[src/logic/homing_pkg.sv]
// Constants, register map and types of the axis homing sequencer.
// Assumes one 100 MHz clock, APB register access and a motion stage outside.
// Behaviour
// - Homing active only when mode code six
// - Control bit four starts; clearing aborts
// - Status bits report progress, interrupted, confirmed, done
// - Error sets bit 13; standstill gives 101
// - Signed home offset held in user units
// - Separate switch search and zero search speeds
// - One acceleration for start and braking
// - Overrun past limit beyond band faults in search and index phases, not on block
// - Block detected when current exceeds threshold
// - Keep pushing block for set milliseconds
// - Method number picks source and direction
// - 1-14 use index; 17-30 ignore it
// - Negative method selects homing on block
// - Block homing only in closed loop
// - Methods 1/2: negative/positive limit plus index
// - Methods 3,4 left edge; 5,6 right edge
// - 7-10 positive limit, 11-14 negative limit
// - Method 17 negative, 18 positive limit
// - Methods 33/34 take next index only
// - Method 35 takes present position, unpowered
package homing_pkg;
	localparam logic [11:0] ADDR_MODE = 12'h000;
	localparam logic [11:0] ADDR_CONTROL = 12'h004;
	localparam logic [11:0] ADDR_STATUS = 12'h008;
	localparam logic [11:0] ADDR_OFFSET = 12'h00C;
	localparam logic [11:0] ADDR_METHOD = 12'h010;
	localparam logic [11:0] ADDR_SPEED_SWITCH = 12'h014;
	localparam logic [11:0] ADDR_SPEED_ZERO = 12'h018;
	localparam logic [11:0] ADDR_ACCEL = 12'h01C;
	localparam logic [11:0] ADDR_BAND = 12'h020;
	localparam logic [11:0] ADDR_BLOCK_CURRENT = 12'h024;
	localparam logic [11:0] ADDR_BLOCK_TIME = 12'h028;
	localparam logic [11:0] ADDR_POSITION = 12'h02C;
	localparam logic [7:0] MODE_HOMING = 8'h06;
	localparam int CTRL_START_BIT = 4;
	localparam int STAT_BIT10 = 10;
	localparam int STAT_BIT12 = 12;
	localparam int STAT_BIT13 = 13;
	localparam int CLK_HZ = 100000000;
	localparam int MS_PER_S = 1000;
	localparam int CYCLES_PER_MS = CLK_HZ / MS_PER_S;
	localparam logic [31:0] CYCLES_PER_MS_W = 32'(CYCLES_PER_MS);
	localparam logic [7:0] METHOD_INDEX_LAST = 8'h0E;
	localparam logic [7:0] METHOD_NOIDX_FIRST = 8'h11;
	localparam logic [7:0] METHOD_NOIDX_LAST = 8'h1E;
	localparam logic [7:0] METHOD_NOIDX_SHIFT = 8'h10;
	localparam logic [7:0] METHOD_NEXT_INDEX_NEG = 8'h21;
	localparam logic [7:0] METHOD_NEXT_INDEX_POS = 8'h22;
	localparam logic [7:0] METHOD_PRESENT = 8'h23;
	localparam logic [2:0] ST_RUNNING = 3'h0;
	localparam logic [2:0] ST_IDLE = 3'h1;
	localparam logic [2:0] ST_CONFIRMED = 3'h2;
	localparam logic [2:0] ST_DONE = 3'h3;
	localparam logic [2:0] ST_ERR_MOVING = 3'h4;
	localparam logic [2:0] ST_ERR_STILL = 3'h5;
	// Reference source picked from the method code
	typedef enum {SRC_LIMIT, SRC_HOME_LEFT, SRC_HOME_RIGHT, SRC_INDEX, SRC_PRESENT} ref_src_t;
	// Decoded method: what to look for, which way, and whether an index follows
	typedef struct packed {
		logic valid;
		logic use_index;
		logic on_block;
		logic dir_pos;
		logic [2:0] src;
	} method_dec_t;
	// Inputs seen from the motion stage and sensors
	typedef struct packed {
		logic limit_neg;
		logic limit_pos;
		logic home_sw;
		logic index;
		logic standstill;
		logic closed_loop;
		logic op_enabled;
	} axis_in_t;
	// Motion command driven to the ramp generator
	typedef struct packed {
		logic run;
		logic dir_pos;
		logic [31:0] speed;
		logic [31:0] accel;
	} motion_cmd_t;
endpackage : homing_pkg

[src/logic/homing_method_dec.sv]
// Decoder from the signed method code to search parameters.
// Assumes the code is stable while a run is in progress.
module homing_method_dec (
	input wire logic [7:0] method_i,
	output homing_pkg::method_dec_t dec_o
);
	import homing_pkg::*;
	wire logic neg = method_i[7];
	wire logic [7:0] mag = neg ? 8'(-method_i) : method_i;
	wire logic idx_range = (mag >= 8'h01) && (mag <= METHOD_INDEX_LAST);
	wire logic noidx_range = (mag >= METHOD_NOIDX_FIRST) && (mag <= METHOD_NOIDX_LAST);
	wire logic [7:0] base = noidx_range ? 8'(mag - METHOD_NOIDX_SHIFT) : mag;
	// Only 1,2 and 7..14 have a block variant, since 3..6 need no limit
	wire logic block_ok = (base <= 8'h02) || (base >= 8'h07);
	wire logic profile = idx_range || noidx_range;
	// Source and direction per travel profile
	wire logic [2:0] src_prof =
		(base <= 8'h02) ? 3'(SRC_LIMIT) :
		(base <= 8'h04) ? 3'(SRC_HOME_LEFT) :
		(base <= 8'h06) ? 3'(SRC_HOME_RIGHT) :
		(base[0] ? 3'(SRC_HOME_LEFT) : 3'(SRC_HOME_RIGHT));
	// Odd methods up to 6 start toward negative; 7..10 start toward the positive limit
	wire logic dir_prof = (base <= 8'h06) ? ~base[0] : (base <= 8'h0A);
	wire logic is_next_idx = !neg && ((mag == METHOD_NEXT_INDEX_NEG) || (mag == METHOD_NEXT_INDEX_POS));
	wire logic is_present = !neg && (mag == METHOD_PRESENT);
	assign dec_o.valid = profile ? (!neg || block_ok) : (is_next_idx || is_present);
	assign dec_o.use_index = idx_range || is_next_idx;
	assign dec_o.on_block = neg;
	assign dec_o.dir_pos = profile ? dir_prof : (mag == METHOD_NEXT_INDEX_POS);
	assign dec_o.src = profile ? src_prof : (is_next_idx ? 3'(SRC_INDEX) : 3'(SRC_PRESENT));
endmodule : homing_method_dec

[src/logic/homing_block_timer.sv]
// Millisecond down-counter for the block dwell time.
// Assumes a 100 MHz clock; load restarts the count.
module homing_block_timer (
	input wire logic clk_i,
	input wire logic rst_i,
	input wire logic load_i,
	input wire logic [15:0] ms_i,
	output logic done_o
);
	import homing_pkg::*;
	logic [31:0] tick;
	logic [15:0] ms_left;
	logic active;
	// Prescaler gives one tick per millisecond
	always_ff @(posedge clk_i) begin
		if (rst_i || load_i) begin
			tick <= 32'h0;
			ms_left <= ms_i;
			active <= load_i;
			done_o <= 1'b0;
		end else if (active) begin
			done_o <= (ms_left == 16'h0);
			if (ms_left == 16'h0) begin
				active <= 1'b0;
			end else if (tick == CYCLES_PER_MS_W - 32'h1) begin
				tick <= 32'h0;
				ms_left <= ms_left - 16'h1;
			end else begin
				tick <= tick + 32'h1;
			end
		end else begin
			done_o <= 1'b0;
		end
	end
endmodule : homing_block_timer

[src/logic/axis_homing_sequencer.sv]
// Top of the homing sequencer: APB registers, search state machine, outputs.
// Assumes sensor inputs synchronous to clk_i and a ramp generator that obeys the command.
module axis_homing_sequencer (
	input wire logic clk_i,
	input wire logic rst_i,
	input wire logic psel_i,
	input wire logic penable_i,
	input wire logic pwrite_i,
	input wire logic [11:0] paddr_i,
	input wire logic [31:0] pwdata_i,
	output logic [31:0] prdata_o,
	output logic pready_o,
	output logic pslverr_o,
	input wire homing_pkg::axis_in_t axis_i,
	input wire logic [31:0] current_i,
	input wire logic signed [31:0] pos_i,
	output homing_pkg::motion_cmd_t cmd_o,
	output logic pos_load_o,
	output logic signed [31:0] pos_load_val_o,
	output logic fault_o
);
	import homing_pkg::*;

	////////////////////////////////////////////////////////////////////////
	// Registers
	logic [7:0] mode;
	logic [15:0] control;
	logic signed [31:0] home_offset;
	logic [7:0] method;
	logic [31:0] speed_switch;
	logic [31:0] speed_zero;
	logic [31:0] accel;
	logic [31:0] band;
	logic [31:0] block_current;
	logic [15:0] block_ms;
	logic [2:0] stat;

	typedef enum {S_IDLE, S_SEARCH, S_BACKOFF, S_INDEX, S_BLOCK_DWELL, S_SETTLE, S_DONE, S_ERR} state_t;
	state_t state;
	state_t next_state;

	// APB decode: one wait-free access phase
	wire logic acc = psel_i && penable_i;
	wire logic wr = acc && pwrite_i;
	wire logic mapped = (paddr_i[1:0] == 2'h0) && (paddr_i <= ADDR_POSITION);
	wire logic homing_mode = (mode == MODE_HOMING);
	wire logic start_bit = control[CTRL_START_BIT];
	wire logic [15:0] status_word = {2'h0, stat[2], stat[1], 1'b0, stat[0], 10'h0};

	// Read mux
	wire logic [31:0] rd_val =
		(paddr_i == ADDR_MODE) ? {24'h0, mode} :
		(paddr_i == ADDR_CONTROL) ? {16'h0, control} :
		(paddr_i == ADDR_STATUS) ? {16'h0, status_word} :
		(paddr_i == ADDR_OFFSET) ? home_offset :
		(paddr_i == ADDR_METHOD) ? {{24{method[7]}}, method} :
		(paddr_i == ADDR_SPEED_SWITCH) ? speed_switch :
		(paddr_i == ADDR_SPEED_ZERO) ? speed_zero :
		(paddr_i == ADDR_ACCEL) ? accel :
		(paddr_i == ADDR_BAND) ? band :
		(paddr_i == ADDR_BLOCK_CURRENT) ? block_current :
		(paddr_i == ADDR_BLOCK_TIME) ? {16'h0, block_ms} :
		(paddr_i == ADDR_POSITION) ? pos_i : 32'h0;

	// Answer every access in its first access cycle
	always_ff @(posedge clk_i) begin
		if (rst_i) begin
			pready_o <= 1'b0;
			pslverr_o <= 1'b0;
			prdata_o <= 32'h0;
		end else begin
			pready_o <= psel_i && !penable_i;
			pslverr_o <= psel_i && !penable_i && !mapped;
			prdata_o <= rd_val;
		end
	end

	// Write decode gated by the ready phase so each write lands once
	wire logic wr_ok = wr && pready_o && mapped;
	always_ff @(posedge clk_i) begin
		if (rst_i) begin
			mode <= 8'h0;
			control <= 16'h0;
			home_offset <= 32'sh0;
			method <= 8'h0;
			speed_switch <= 32'h0;
			speed_zero <= 32'h0;
			accel <= 32'h0;
			band <= 32'h0;
			block_current <= 32'h0;
			block_ms <= 16'h0;
		end else if (wr_ok) begin
			if (paddr_i == ADDR_MODE) mode <= pwdata_i[7:0];
			if (paddr_i == ADDR_CONTROL) control <= pwdata_i[15:0];
			if (paddr_i == ADDR_OFFSET) home_offset <= pwdata_i;
			if (paddr_i == ADDR_METHOD) method <= pwdata_i[7:0];
			if (paddr_i == ADDR_SPEED_SWITCH) speed_switch <= pwdata_i;
			if (paddr_i == ADDR_SPEED_ZERO) speed_zero <= pwdata_i;
			if (paddr_i == ADDR_ACCEL) accel <= pwdata_i;
			if (paddr_i == ADDR_BAND) band <= pwdata_i;
			if (paddr_i == ADDR_BLOCK_CURRENT) block_current <= pwdata_i;
			if (paddr_i == ADDR_BLOCK_TIME) block_ms <= pwdata_i[15:0];
		end
	end

	////////////////////////////////////////////////////////////////////////
	// Method decode and dwell timer
	method_dec_t dec;
	homing_method_dec u_dec (
		.method_i(method),
		.dec_o(dec)
	);
	logic dwell_load;
	logic dwell_done;
	homing_block_timer u_timer (
		.clk_i(clk_i),
		.rst_i(rst_i),
		.load_i(dwell_load),
		.ms_i(block_ms),
		.done_o(dwell_done)
	);

	////////////////////////////////////////////////////////////////////////
	// Sensing
	logic dir;
	logic home_q;
	logic signed [31:0] limit_pos_at;
	wire logic block_hit = current_i > block_current;
	wire logic limit_ahead = dir ? axis_i.limit_pos : axis_i.limit_neg;
	// A block stands in for the limit switch in block methods
	wire logic end_hit = dec.on_block ? block_hit : limit_ahead;
	wire logic home_rise = axis_i.home_sw && !home_q;
	wire logic home_fall = !axis_i.home_sw && home_q;
	wire logic [2:0] src = dec.src;
	// Left edge shows as a rise moving positive and a fall moving negative; right edge the reverse
	wire logic edge_seen = (src == 3'(SRC_HOME_LEFT)) ? (dir ? home_rise : home_fall) :
		(dir ? home_fall : home_rise);
	wire logic signed [31:0] travel = pos_i - limit_pos_at;
	wire logic [31:0] overrun = travel[31] ? 32'(-travel) : 32'(travel);
	// Overrun is watched on either limit, since the axis coasts on past it after a reversal
	wire logic limit_any = axis_i.limit_pos || axis_i.limit_neg;
	wire logic band_exceeded = limit_any && !dec.on_block && (overrun > band);
	// Runs allowed: block needs closed loop, all need power except method 35
	wire logic start_ok = dec.valid && (!dec.on_block || axis_i.closed_loop) &&
		(axis_i.op_enabled || src == 3'(SRC_PRESENT));
	wire logic aborted = !start_bit || !homing_mode;

	// Next-state logic of the search
	always_comb begin
		next_state = state;
		dwell_load = 1'b0;
		case (state)
			S_IDLE: begin
				if (homing_mode && start_bit) begin
					if (!start_ok) next_state = S_ERR;
					else if (src == 3'(SRC_PRESENT)) next_state = S_DONE;
					else if (src == 3'(SRC_INDEX)) next_state = S_INDEX;
					else next_state = S_SEARCH;
				end
			end
			S_SEARCH: begin
				if (aborted) next_state = S_IDLE;
				else if (band_exceeded) next_state = S_ERR;
				else if (src == 3'(SRC_LIMIT) && end_hit) begin
					if (dec.on_block) begin
						next_state = S_BLOCK_DWELL;
						dwell_load = 1'b1;
					end else begin
						next_state = dec.use_index ? S_INDEX : S_SETTLE;
					end
				end else if (src != 3'(SRC_LIMIT) && edge_seen) begin
					next_state = dec.use_index ? S_INDEX : S_SETTLE;
				end else if (src != 3'(SRC_LIMIT) && end_hit) begin
					next_state = S_BACKOFF;
				end
			end
			S_BACKOFF: begin
				if (aborted) next_state = S_IDLE;
				else if (!end_hit) next_state = S_SEARCH;
			end
			S_BLOCK_DWELL: begin
				if (aborted) next_state = S_IDLE;
				else if (dwell_done) next_state = dec.use_index ? S_INDEX : S_SETTLE;
			end
			S_INDEX: begin
				if (aborted) next_state = S_IDLE;
				else if (band_exceeded) next_state = S_ERR;
				else if (axis_i.index) next_state = S_SETTLE;
			end
			S_SETTLE: begin
				if (aborted) next_state = S_IDLE;
				else if (axis_i.standstill) next_state = S_DONE;
			end
			S_DONE: begin
				if (!start_bit) next_state = S_IDLE;
			end
			S_ERR: begin
				if (!start_bit) next_state = S_IDLE;
			end
			default: next_state = S_IDLE;
		endcase
	end

	// Reference is taken on entry into the settling phase
	wire logic take_ref = (next_state == S_SETTLE && state != S_SETTLE) ||
		(next_state == S_DONE && state == S_IDLE);
	// A block ends the outward run like a limit, so the index is sought on the way back
	wire logic reverse = (state == S_SEARCH && next_state == S_BACKOFF) ||
		(state == S_SEARCH && next_state == S_INDEX && src == 3'(SRC_LIMIT)) ||
		(state == S_BLOCK_DWELL && next_state == S_INDEX);
	wire logic moving = (state == S_SEARCH) || (state == S_BACKOFF) ||
		(state == S_INDEX) || (state == S_BLOCK_DWELL);

	////////////////////////////////////////////////////////////////////////
	// State, direction and sensor history
	always_ff @(posedge clk_i) begin
		if (rst_i) begin
			state <= S_IDLE;
			dir <= 1'b0;
			home_q <= 1'b0;
			limit_pos_at <= 32'sh0;
		end else begin
			state <= next_state;
			home_q <= axis_i.home_sw;
			if (state == S_IDLE) dir <= dec.dir_pos;
			else if (reverse) dir <= ~dir;
			if (!limit_any) limit_pos_at <= pos_i;
		end
	end

	// Status code: done holds in mode 6 once bit 4 clears; a new start drops it so no poll sees a stale done
	wire logic [2:0] next_stat =
		(state == S_ERR) ? (axis_i.standstill ? ST_ERR_STILL : ST_ERR_MOVING) :
		(state == S_DONE) ? ST_DONE :
		(state == S_SETTLE) ? ST_CONFIRMED :
		(state == S_IDLE) ? ((stat == ST_DONE && homing_mode && !start_bit) ? ST_DONE : ST_IDLE) :
		ST_RUNNING;
	always_ff @(posedge clk_i) begin
		if (rst_i) begin
			stat <= ST_IDLE;
			cmd_o <= '0;
			pos_load_o <= 1'b0;
			pos_load_val_o <= 32'sh0;
			fault_o <= 1'b0;
		end else begin
			stat <= next_stat;
			cmd_o.run <= moving && next_state != S_ERR;
			cmd_o.dir_pos <= dir;
			cmd_o.speed <= (state == S_INDEX) ? speed_zero : speed_switch;
			cmd_o.accel <= accel;
			pos_load_o <= take_ref;
			pos_load_val_o <= home_offset;
			fault_o <= (next_state == S_ERR) && band_exceeded ? 1'b1 : (start_bit ? fault_o : 1'b0);
		end
	end

	////////////////////////////////////////////////////////////////////////
	// Checks
	property p_status_err;
		@(posedge clk_i) disable iff (rst_i) state == S_ERR |=> stat[2] == 1'b1;
	endproperty
	a_status_err: assert property (p_status_err) else $error("error state without bit 13");
	property p_mode_gate;
		@(posedge clk_i) disable iff (rst_i) (state == S_IDLE && !homing_mode) |=> state == S_IDLE;
	endproperty
	a_mode_gate: assert property (p_mode_gate) else $error("homing left idle outside mode 6");
	property p_abort;
		@(posedge clk_i) disable iff (rst_i) (moving && !start_bit) |=> state == S_IDLE ##1 !cmd_o.run;
	endproperty
	a_abort: assert property (p_abort) else $error("clearing bit 4 did not abort");
	property p_ref_load;
		@(posedge clk_i) disable iff (rst_i) take_ref |=> pos_load_o && pos_load_val_o == $past(home_offset);
	endproperty
	a_ref_load: assert property (p_ref_load) else $error("reference not loaded with offset");
	property p_speed_zero;
		@(posedge clk_i) disable iff (rst_i) state == S_INDEX |=> cmd_o.speed == $past(speed_zero);
	endproperty
	a_speed_zero: assert property (p_speed_zero) else $error("index search speed wrong");
	property p_band;
		@(posedge clk_i) disable iff (rst_i) ((state == S_SEARCH || state == S_INDEX) && band_exceeded &&
			start_bit && homing_mode)
			|=> state == S_ERR ##1 fault_o;
	endproperty
	a_band: assert property (p_band) else $error("band overrun did not fault");
	property p_block_loop;
		@(posedge clk_i) disable iff (rst_i) state == S_BLOCK_DWELL |-> axis_i.closed_loop || $past(state) == S_BLOCK_DWELL;
	endproperty
	a_block_loop: assert property (p_block_loop) else $error("block homing entered in open loop");
	property p_accel;
		@(posedge clk_i) disable iff (rst_i) ##1 cmd_o.accel == $past(accel);
	endproperty
	a_accel: assert property (p_accel) else $error("homing acceleration not passed");
	property p_present;
		@(posedge clk_i) disable iff (rst_i) (state == S_IDLE && next_state == S_DONE) |=> ##1 stat == ST_DONE;
	endproperty
	a_present: assert property (p_present) else $error("method 35 did not complete");
	c_done: cover property (@(posedge clk_i) disable iff (rst_i) state == S_SETTLE ##1 state == S_DONE);
	c_err: cover property (@(posedge clk_i) disable iff (rst_i) state == S_ERR);
	c_dwell: cover property (@(posedge clk_i) disable iff (rst_i) state == S_BLOCK_DWELL ##1 state == S_INDEX);
	c_backoff: cover property (@(posedge clk_i) disable iff (rst_i) state == S_BACKOFF);
endmodule : axis_homing_sequencer

[config.mk]
export PLATFORM = sky130hd
export DESIGN_NAME = axis_homing_sequencer
export DESIGN_NICKNAME = d
export VERILOG_FILES = /design/src/logic/homing_pkg.sv /design/src/logic/homing_method_dec.sv /design/src/logic/homing_block_timer.sv /design/src/logic/axis_homing_sequencer.sv
export SDC_FILE = /design/constraint.sdc
export NUM_CORES = 1
export LEC_CHECK = 0
export ABC_AREA = 1
export BUFFER_PORTS_ARGS = -buffer_cell sky130_fd_sc_hd__buf_2
export CAP_MARGIN = 20
export CORE_MARGIN = 3
export CORE_UTILIZATION = 40
export DETAILED_ROUTE_END_ITERATION = 16
export HOLD_SLACK_MARGIN = 0.08
export PLACE_DENSITY = 0.61
export SYNTH_ARGS = -nofsm -noshare
export SYNTH_HDL_FRONTEND = slang
export SYNTH_SLANG_ARGS = --single-unit
[constraint.sdc]
create_clock -name clk_i -period 7.45 [get_ports clk_i]
set_clock_uncertainty 0.05 [all_clocks]
set_input_delay 0.745 -clock clk_i [delete_from_list [all_inputs] [get_ports clk_i]]
set_output_delay 0.745 -clock clk_i [all_outputs]
set_load 0.005 [all_outputs]
# Yosys cells after proc, flatten, opt, wreduce, memory -nomap -nowiden
# Cells that the tools add are included.
op_classes:
  eq_ne: 43
  n_lt_le_gt_ge: 12
  addsub: 6
  n_mux: 75
  bitwise: 4
  n_reduce_logical: 81
op_table:
  columns: ["cell", "n"]
  rows:
  - ["$mux 32", 28]
  - ["$eq 32x3->1 const B", 8]
  - ["$eq 32x4->1 const B", 7]
  - ["$pmux 32 s7", 1]
  - ["$eq 32x2->1 const B", 3]
  - ["$mux 16", 6]
  - ["$gt 32x32->1", 2]
  - ["$logic_not 32->1", 2]
  - ["$ne 32x4->1 const B", 2]
  - ["$eq 12x5->1 const B", 4]
  - ["$eq 12x6->1 const B", 4]
  - ["$add 32x1->32 const B", 1]
  - ["$eq 32x1->1 const B", 1]
  - ["$eq 32x17->1 const B", 1]
  - ["$neg 32->32", 1]
  - ["$sub 32x32->32", 1]
  - ["$logic_and 1x1->1", 31]
  - ["$mux 3", 10]
  - ["$eq 12x4->1 const B", 2]
  - ["$eq 8x6->1 const B", 3]
  - ["$mux 8", 3]
  - ["$reduce_and 2->1", 11]
  - ["$mux 1", 21]
  - ["$logic_or 1x1->1", 17]
  - ["29 further kinds", 51]
totals:
  reg_bits: 493
  elab_cells: 252
  inputBits: 120

# Longest topological paths before layout
logic_depth:
  ltp_word: 25
  ltp_mapped: 48

# Cells and area by module
# A second synthesis with hierarchy kept.
unflattened:
  hier_cells: 3389
  hier_area_um2: 24905.1
modules_own_cells:
  columns: ["mod", "n_inst", "cells_each", "seq_area_each_um2", "area_each_um2"]
  rows:
  - ["axis_homing_sequencer", 1, 2738, 8868.5, 20887.5]
  - ["homing_block_timer", 1, 513, 1161.1, 3275.6]
  - ["homing_method_dec", 1, 138, 0.0, 742.0]

# Worst setup path before layout
# OpenSTA, ideal clock, no wires.
synth_timing:
  path_type: "input port to flip-flop"
  start: "in pos_i[2]"
  end: "reg dir"
  path_stages: 44
  arrival_ps: 5208
  path_slack_ps: 2077
  setup_time_ps: 115
  path_cell_list: "ha_1 a21oi_1 nand2_1 nand2_1 nand2_2 a21oi_2 o21ai_2 a21oi_1 o21ai_1 nand2_1 nand2_1 nand2_1 o211ai_2 nand2_1 o211ai_2 a21oi_1 or2_1 nand2_1 [8 not listed] a221oi_1 nor2_1 o21ai_0 nand3_1 nand2_1 o211ai_1 nand2_1 o21ai_0 nand2_1 o211ai_1 a21oi_2 nand2_2 nand3_1 nand2_1 nand2_1 nand2_1 nand3_1 a21oi_2"
synth_between:
  elab_chain_len: 14
  word_cells_on_any_way: 19
synth_lines:
  columns: ["element", "line_no", "text"]
  rows:
  - ["start: declaration", "axis_homing_sequencer.sv:16", "input wire logic signed [31:0] pos_i,"]
  - ["$sub 32x32->32 (*)", "axis_homing_sequencer.sv:138", "wire logic signed [31:0] travel = pos_i - limit_pos_at;"]
  - ["$neg 32->32", "axis_homing_sequencer.sv:139", "wire logic [31:0] overrun = travel[31] ? 32'(-travel) : 32'(travel);"]
  - ["$mux 32 (*)", "axis_homing_sequencer.sv:139", null]
  - ["$gt 32x32->1 (*)", "axis_homing_sequencer.sv:142", "wire logic band_exceeded = limit_any && !dec.on_block && (overrun > band);"]
  - ["$logic_and 1x1->1 (*)", "axis_homing_sequencer.sv:142", null]
  - ["$mux 32, on equally long branches", "axis_homing_sequencer.sv:187, axis_homing_sequencer.sv:163", null]
  - ["$mux 32, on equally long branches", "axis_homing_sequencer.sv:186, axis_homing_sequencer.sv:162", null]
  - ["$pmux 32 s7 (*)", "axis_homing_sequencer.sv:152", "case (state)"]
  - ["$eq 32x3->1", "axis_homing_sequencer.sv:209, axis_homing_sequencer.sv:210", null]
  - ["$logic_and 1x1->1 (2 in a row)", "axis_homing_sequencer.sv:209", "(state == S_SEARCH && next_state == S_INDEX && src == 3'(SRC_LIMIT)) ||"]
  - ["$logic_or 1x1->1", "axis_homing_sequencer.sv:208", "wire logic reverse = (state == S_SEARCH && next_state == S_BACKOFF) ||"]
  - ["$logic_or 1x1->1 (*)", "axis_homing_sequencer.sv:209", null]
  - ["$reduce_bool 2->1 (no source line) (*)", null, null]
  - ["end signal: assignment", "axis_homing_sequencer.sv:225", "if (state == S_IDLE) dir <= dec.dir_pos;"]
  - ["end signal: assignment", "axis_homing_sequencer.sv:226", "else if (reverse) dir <= ~dir;"]
  - ["end: declaration", "axis_homing_sequencer.sv:125", "logic dir;"]
# Mark *: on every way between the ends. The rest lies on a longest branch, timed or not.
# A chain may end at the register's enable or synchronous reset.

# Final worst setup path
layout_timing:
  start: "reg limit_pos_at[2]"
  end: "reg dir"
layout_between:
  elab_chain_len: 14
  word_cells_on_any_way: 19
layout_lines:
  columns: ["element", "line_no", "text"]
  rows:
  - ["start: declaration", "axis_homing_sequencer.sv:127", "logic signed [31:0] limit_pos_at;"]
  - ["start signal: assignment", "axis_homing_sequencer.sv:227", "if (!limit_any) limit_pos_at <= pos_i;"]
  - ["$sub 32x32->32 (*)", "axis_homing_sequencer.sv:138", null]
  - ["$neg 32->32", "axis_homing_sequencer.sv:139", null]
  - ["$mux 32 (*)", "axis_homing_sequencer.sv:139", null]
  - ["$gt 32x32->1 (*)", "axis_homing_sequencer.sv:142", null]
  - ["$logic_and 1x1->1 (*)", "axis_homing_sequencer.sv:142", null]
  - ["$mux 32, on equally long branches", "axis_homing_sequencer.sv:187, axis_homing_sequencer.sv:163", null]
  - ["$mux 32, on equally long branches", "axis_homing_sequencer.sv:186, axis_homing_sequencer.sv:162", null]
  - ["$pmux 32 s7 (*)", "axis_homing_sequencer.sv:152", null]
  - ["$eq 32x3->1", "axis_homing_sequencer.sv:209, axis_homing_sequencer.sv:210", null]
  - ["$logic_and 1x1->1 (2 in a row)", "axis_homing_sequencer.sv:209", null]
  - ["$logic_or 1x1->1", "axis_homing_sequencer.sv:208", null]
  - ["$logic_or 1x1->1 (*)", "axis_homing_sequencer.sv:209", null]
  - ["$reduce_bool 2->1 (no source line) (*)", null, null]
# Marks and branches as above.

==> reports/metrics.yaml <==
grt_pass1_wl_um: 119500
setup_tns_ns: 0
clkLatencyLatePin_ns: 0.63
combPwrFrac: 0.116
wl_um: 79410
p_int_mw: 4.673
fp.dieH_um: 247.5
ys.flop_type: "dfxtp_1"
synth-async-reset-ratio: 0
cts_buffers: 53
slew_headroom: 0.2680
fmax_mhz: 157.8
yosys_warnings: 0
setup_viol: 0
swShare: 0.2630
multi_input_area_mm2: 0.01135
slowest_stage: "inv_2"
vdd_drop_max_v: 0.0001983
min_period_ns: 6.338
cpMostUsedCell: "nand2_1"
gp_congestion: 0.9185
drive_gt1_frac: 0.1398
yosysSeqAreaShare: 0.4298
cts_hold_buf: 0
synth_enable_flop_cells: 16
drv_cap: 0
crit_path_start_kind: "flip-flop"
mostFrequentLayoutCell: "dfxtp_1"
hold_depth: 2
ys_ff_latch: 493
grt_pass1_vias: 20155
path_class: "reg -> reg"
vias: 21830
synth_top_family_by_area: "compound AO/OA/AOI/OAI gates"
r2r_cells: 44
fillers: 5743
antenna_found_initial: 1
synthMuxAreaShare: 0
wl_per_cell_um: 19.38
clkTransAtPathRegs_ns: 0.06
cp.required_ns: 7.87
synth-compound-area-share: 0.2162
final-seq-area_mm2: 0.01003
cts_htree_levels: 2
cts_setup_buffers: 0
drcViolationCount: 0
clock_power_share: 0.460
layout.nets: 3520
synthAdderAreaFrac: 0.05555
die_w_um: 247.5
viasPerCell: 5.328
grt_use_total: 0.2528
p_sw_mw: 1.667
syn2layout_area_growth_pct: 17.39
rsz0062_at_grt: "false"
outcome: "completed"
design.portCount: 254
cts_resized: 0
yosys.area_share.simple: 0.1806
ys_types: 66
cts_tree: "done"
post-route-period-util: 0.8508
dieArea_mm2: 0.06127
grt_max_degree: 109
worst_pin_slew_ns: 1.094
hold_class: "in -> reg"
rows: 87
root_buffer: "clkbuf_16"
cp_num_cells: 44
netlist_area_mm2: 0.02334
crit_fanout: 22
p_seq_frac: 0.424
antenna_left: 0
synthTopCellsByArea: "dfxtp_1 41%, a21oi_1 8.0%, o21ai_0 7.7%, inv_1 6.4%, ha_1 5.5%"
final_area_mm2: 0.02739
dp_hpwl_um: 58180
report.final.slew_viol_count: 0
cts_sinks: 493
end_kind: "flip-flop"
max_stage_delay_ns: 0.42
worstPathArrival_ns: 6.76
synth_top_cell_area_share: 0.4092
powerDensity_mw_per_mm2: 231.4
gr-total-overflow: 0
placed_cell_area_mm2: 0.02544
cts.path.max_buffers: 3
p_leak_nw: 11.40
synth_cells: 3065
start_util: 0.4091
postSynthAreaPerCell_um2: 7.614
place.port_buffers: 253
synth_xor_xnor_area_share: 0.02622
critPathTopFamily: "compound AO/OA/AOI/OAI gates"
core_mm2: 0.05704
drtIter0Drc: 1978
hold_viol_final: 0
most-common-layout-cells: "477 x dfxtp_1, 398 x inv_1, 373 x a21oi_1"
first_pass_iters: 6
synth_top_cell_by_area: "dfxtp_1"
path_buf_inv: 4
==> synth_stat cells (all sizes together) (11+ instances only) <==
library cell,count
o2111ai,11
a211oi,19
nor2,283
inv,416
clkbuf,118
clkinv,12
a21oi,379
xnor2,18
edfxtp,16
o21ai,367
dfxtp,477
nor3,92
buf,16
nor4,50
nand2,350
a221oi,27
nand3,93
o211ai,36
o221ai,20
ha,102
xor2,51
nand4,32
nor3b,13
a31oi,15
==> power groups by stage <==
stage          sequential (mW)  combinational, mW  clock, mW
2_1_floorplan             2.74              0.524          0
6_report                  2.69              0.737       2.91
4_1_cts                   2.69              0.736       2.96
3_3_place_gp              2.75              0.730          0
5_1_grt                   2.69              0.829       3.06
3_5_place_dp              2.75              0.731          0
==> final timing paths <==
kind | slack (ns) | startpoint | end
hold reg to reg | 0.40 | home_offset[1] | pos_load_val_o[1]
setup / recovery | 1.11 | limit_pos_at[2] | dir
setup reg to reg | 1.11 | limit_pos_at[2] | dir
hold / removal | 0.25 | penable_i | pready_o
==> layout make-up <==
type,count,area share
sequential,493,0.3661
multi-input combinational,2038,0.4144
inverter,428,0.05883
antenna,1,0.00009135
tap,756,0.03453
clock inverter,38,0.02010
timing repair buffer,283,0.05545
clock buffer,60,0.05047
==> state kept, by name (all words and copies together), names as in the netlist, 32 cells and up <==
signal          cells
state              32
pos_load_val_o     32
u_timer.tick       32
prdata_o           32
block_current      32
band               32
home_offset        32
speed_zero         32
accel              32
cmd_o              66
limit_pos_at       32
speed_switch       32
==> logic make-up after synthesis <==
family / count (synthesis)
AOI/OAI and AO/OA: 904
xor gates and xnor gates: 69
adders and majority gates: 103
buffers and inverters: 562
DFF: 493
other: 1
and+or+nand+nor: 933
==> stage by stage <==
step	utilization	hold WS, ns	setup WS [ns]	instances	total power, mW
after floorplan	-	0.3598	2.077	3093	3.269
after global placement	0.4456	0.3859	0.8202	3996	3.477
after detailed placement	0.4460	0.3792	0.7095	3997	3.479
after CTS	0.4799	0.2091	1.165	4095	6.387
after global routing	0.4802	0.2310	0.4186	4096	6.580
final	0.4803	0.2471	1.112	4097	6.340
==> per-layer routing <==
metal / global-route usage / share of wire / vias to the layer above
li1: - / - / 10813
met1: 0.3412 / 0.43 / 10043
met2: 0.4154 / 0.46 / 814
met3: 0.03684 / 0.072 / 158
met4: 0.08462 / 0.038 / 2
met5: 0 / 0.000088 / -
Power figures use the tool's default switching activity.
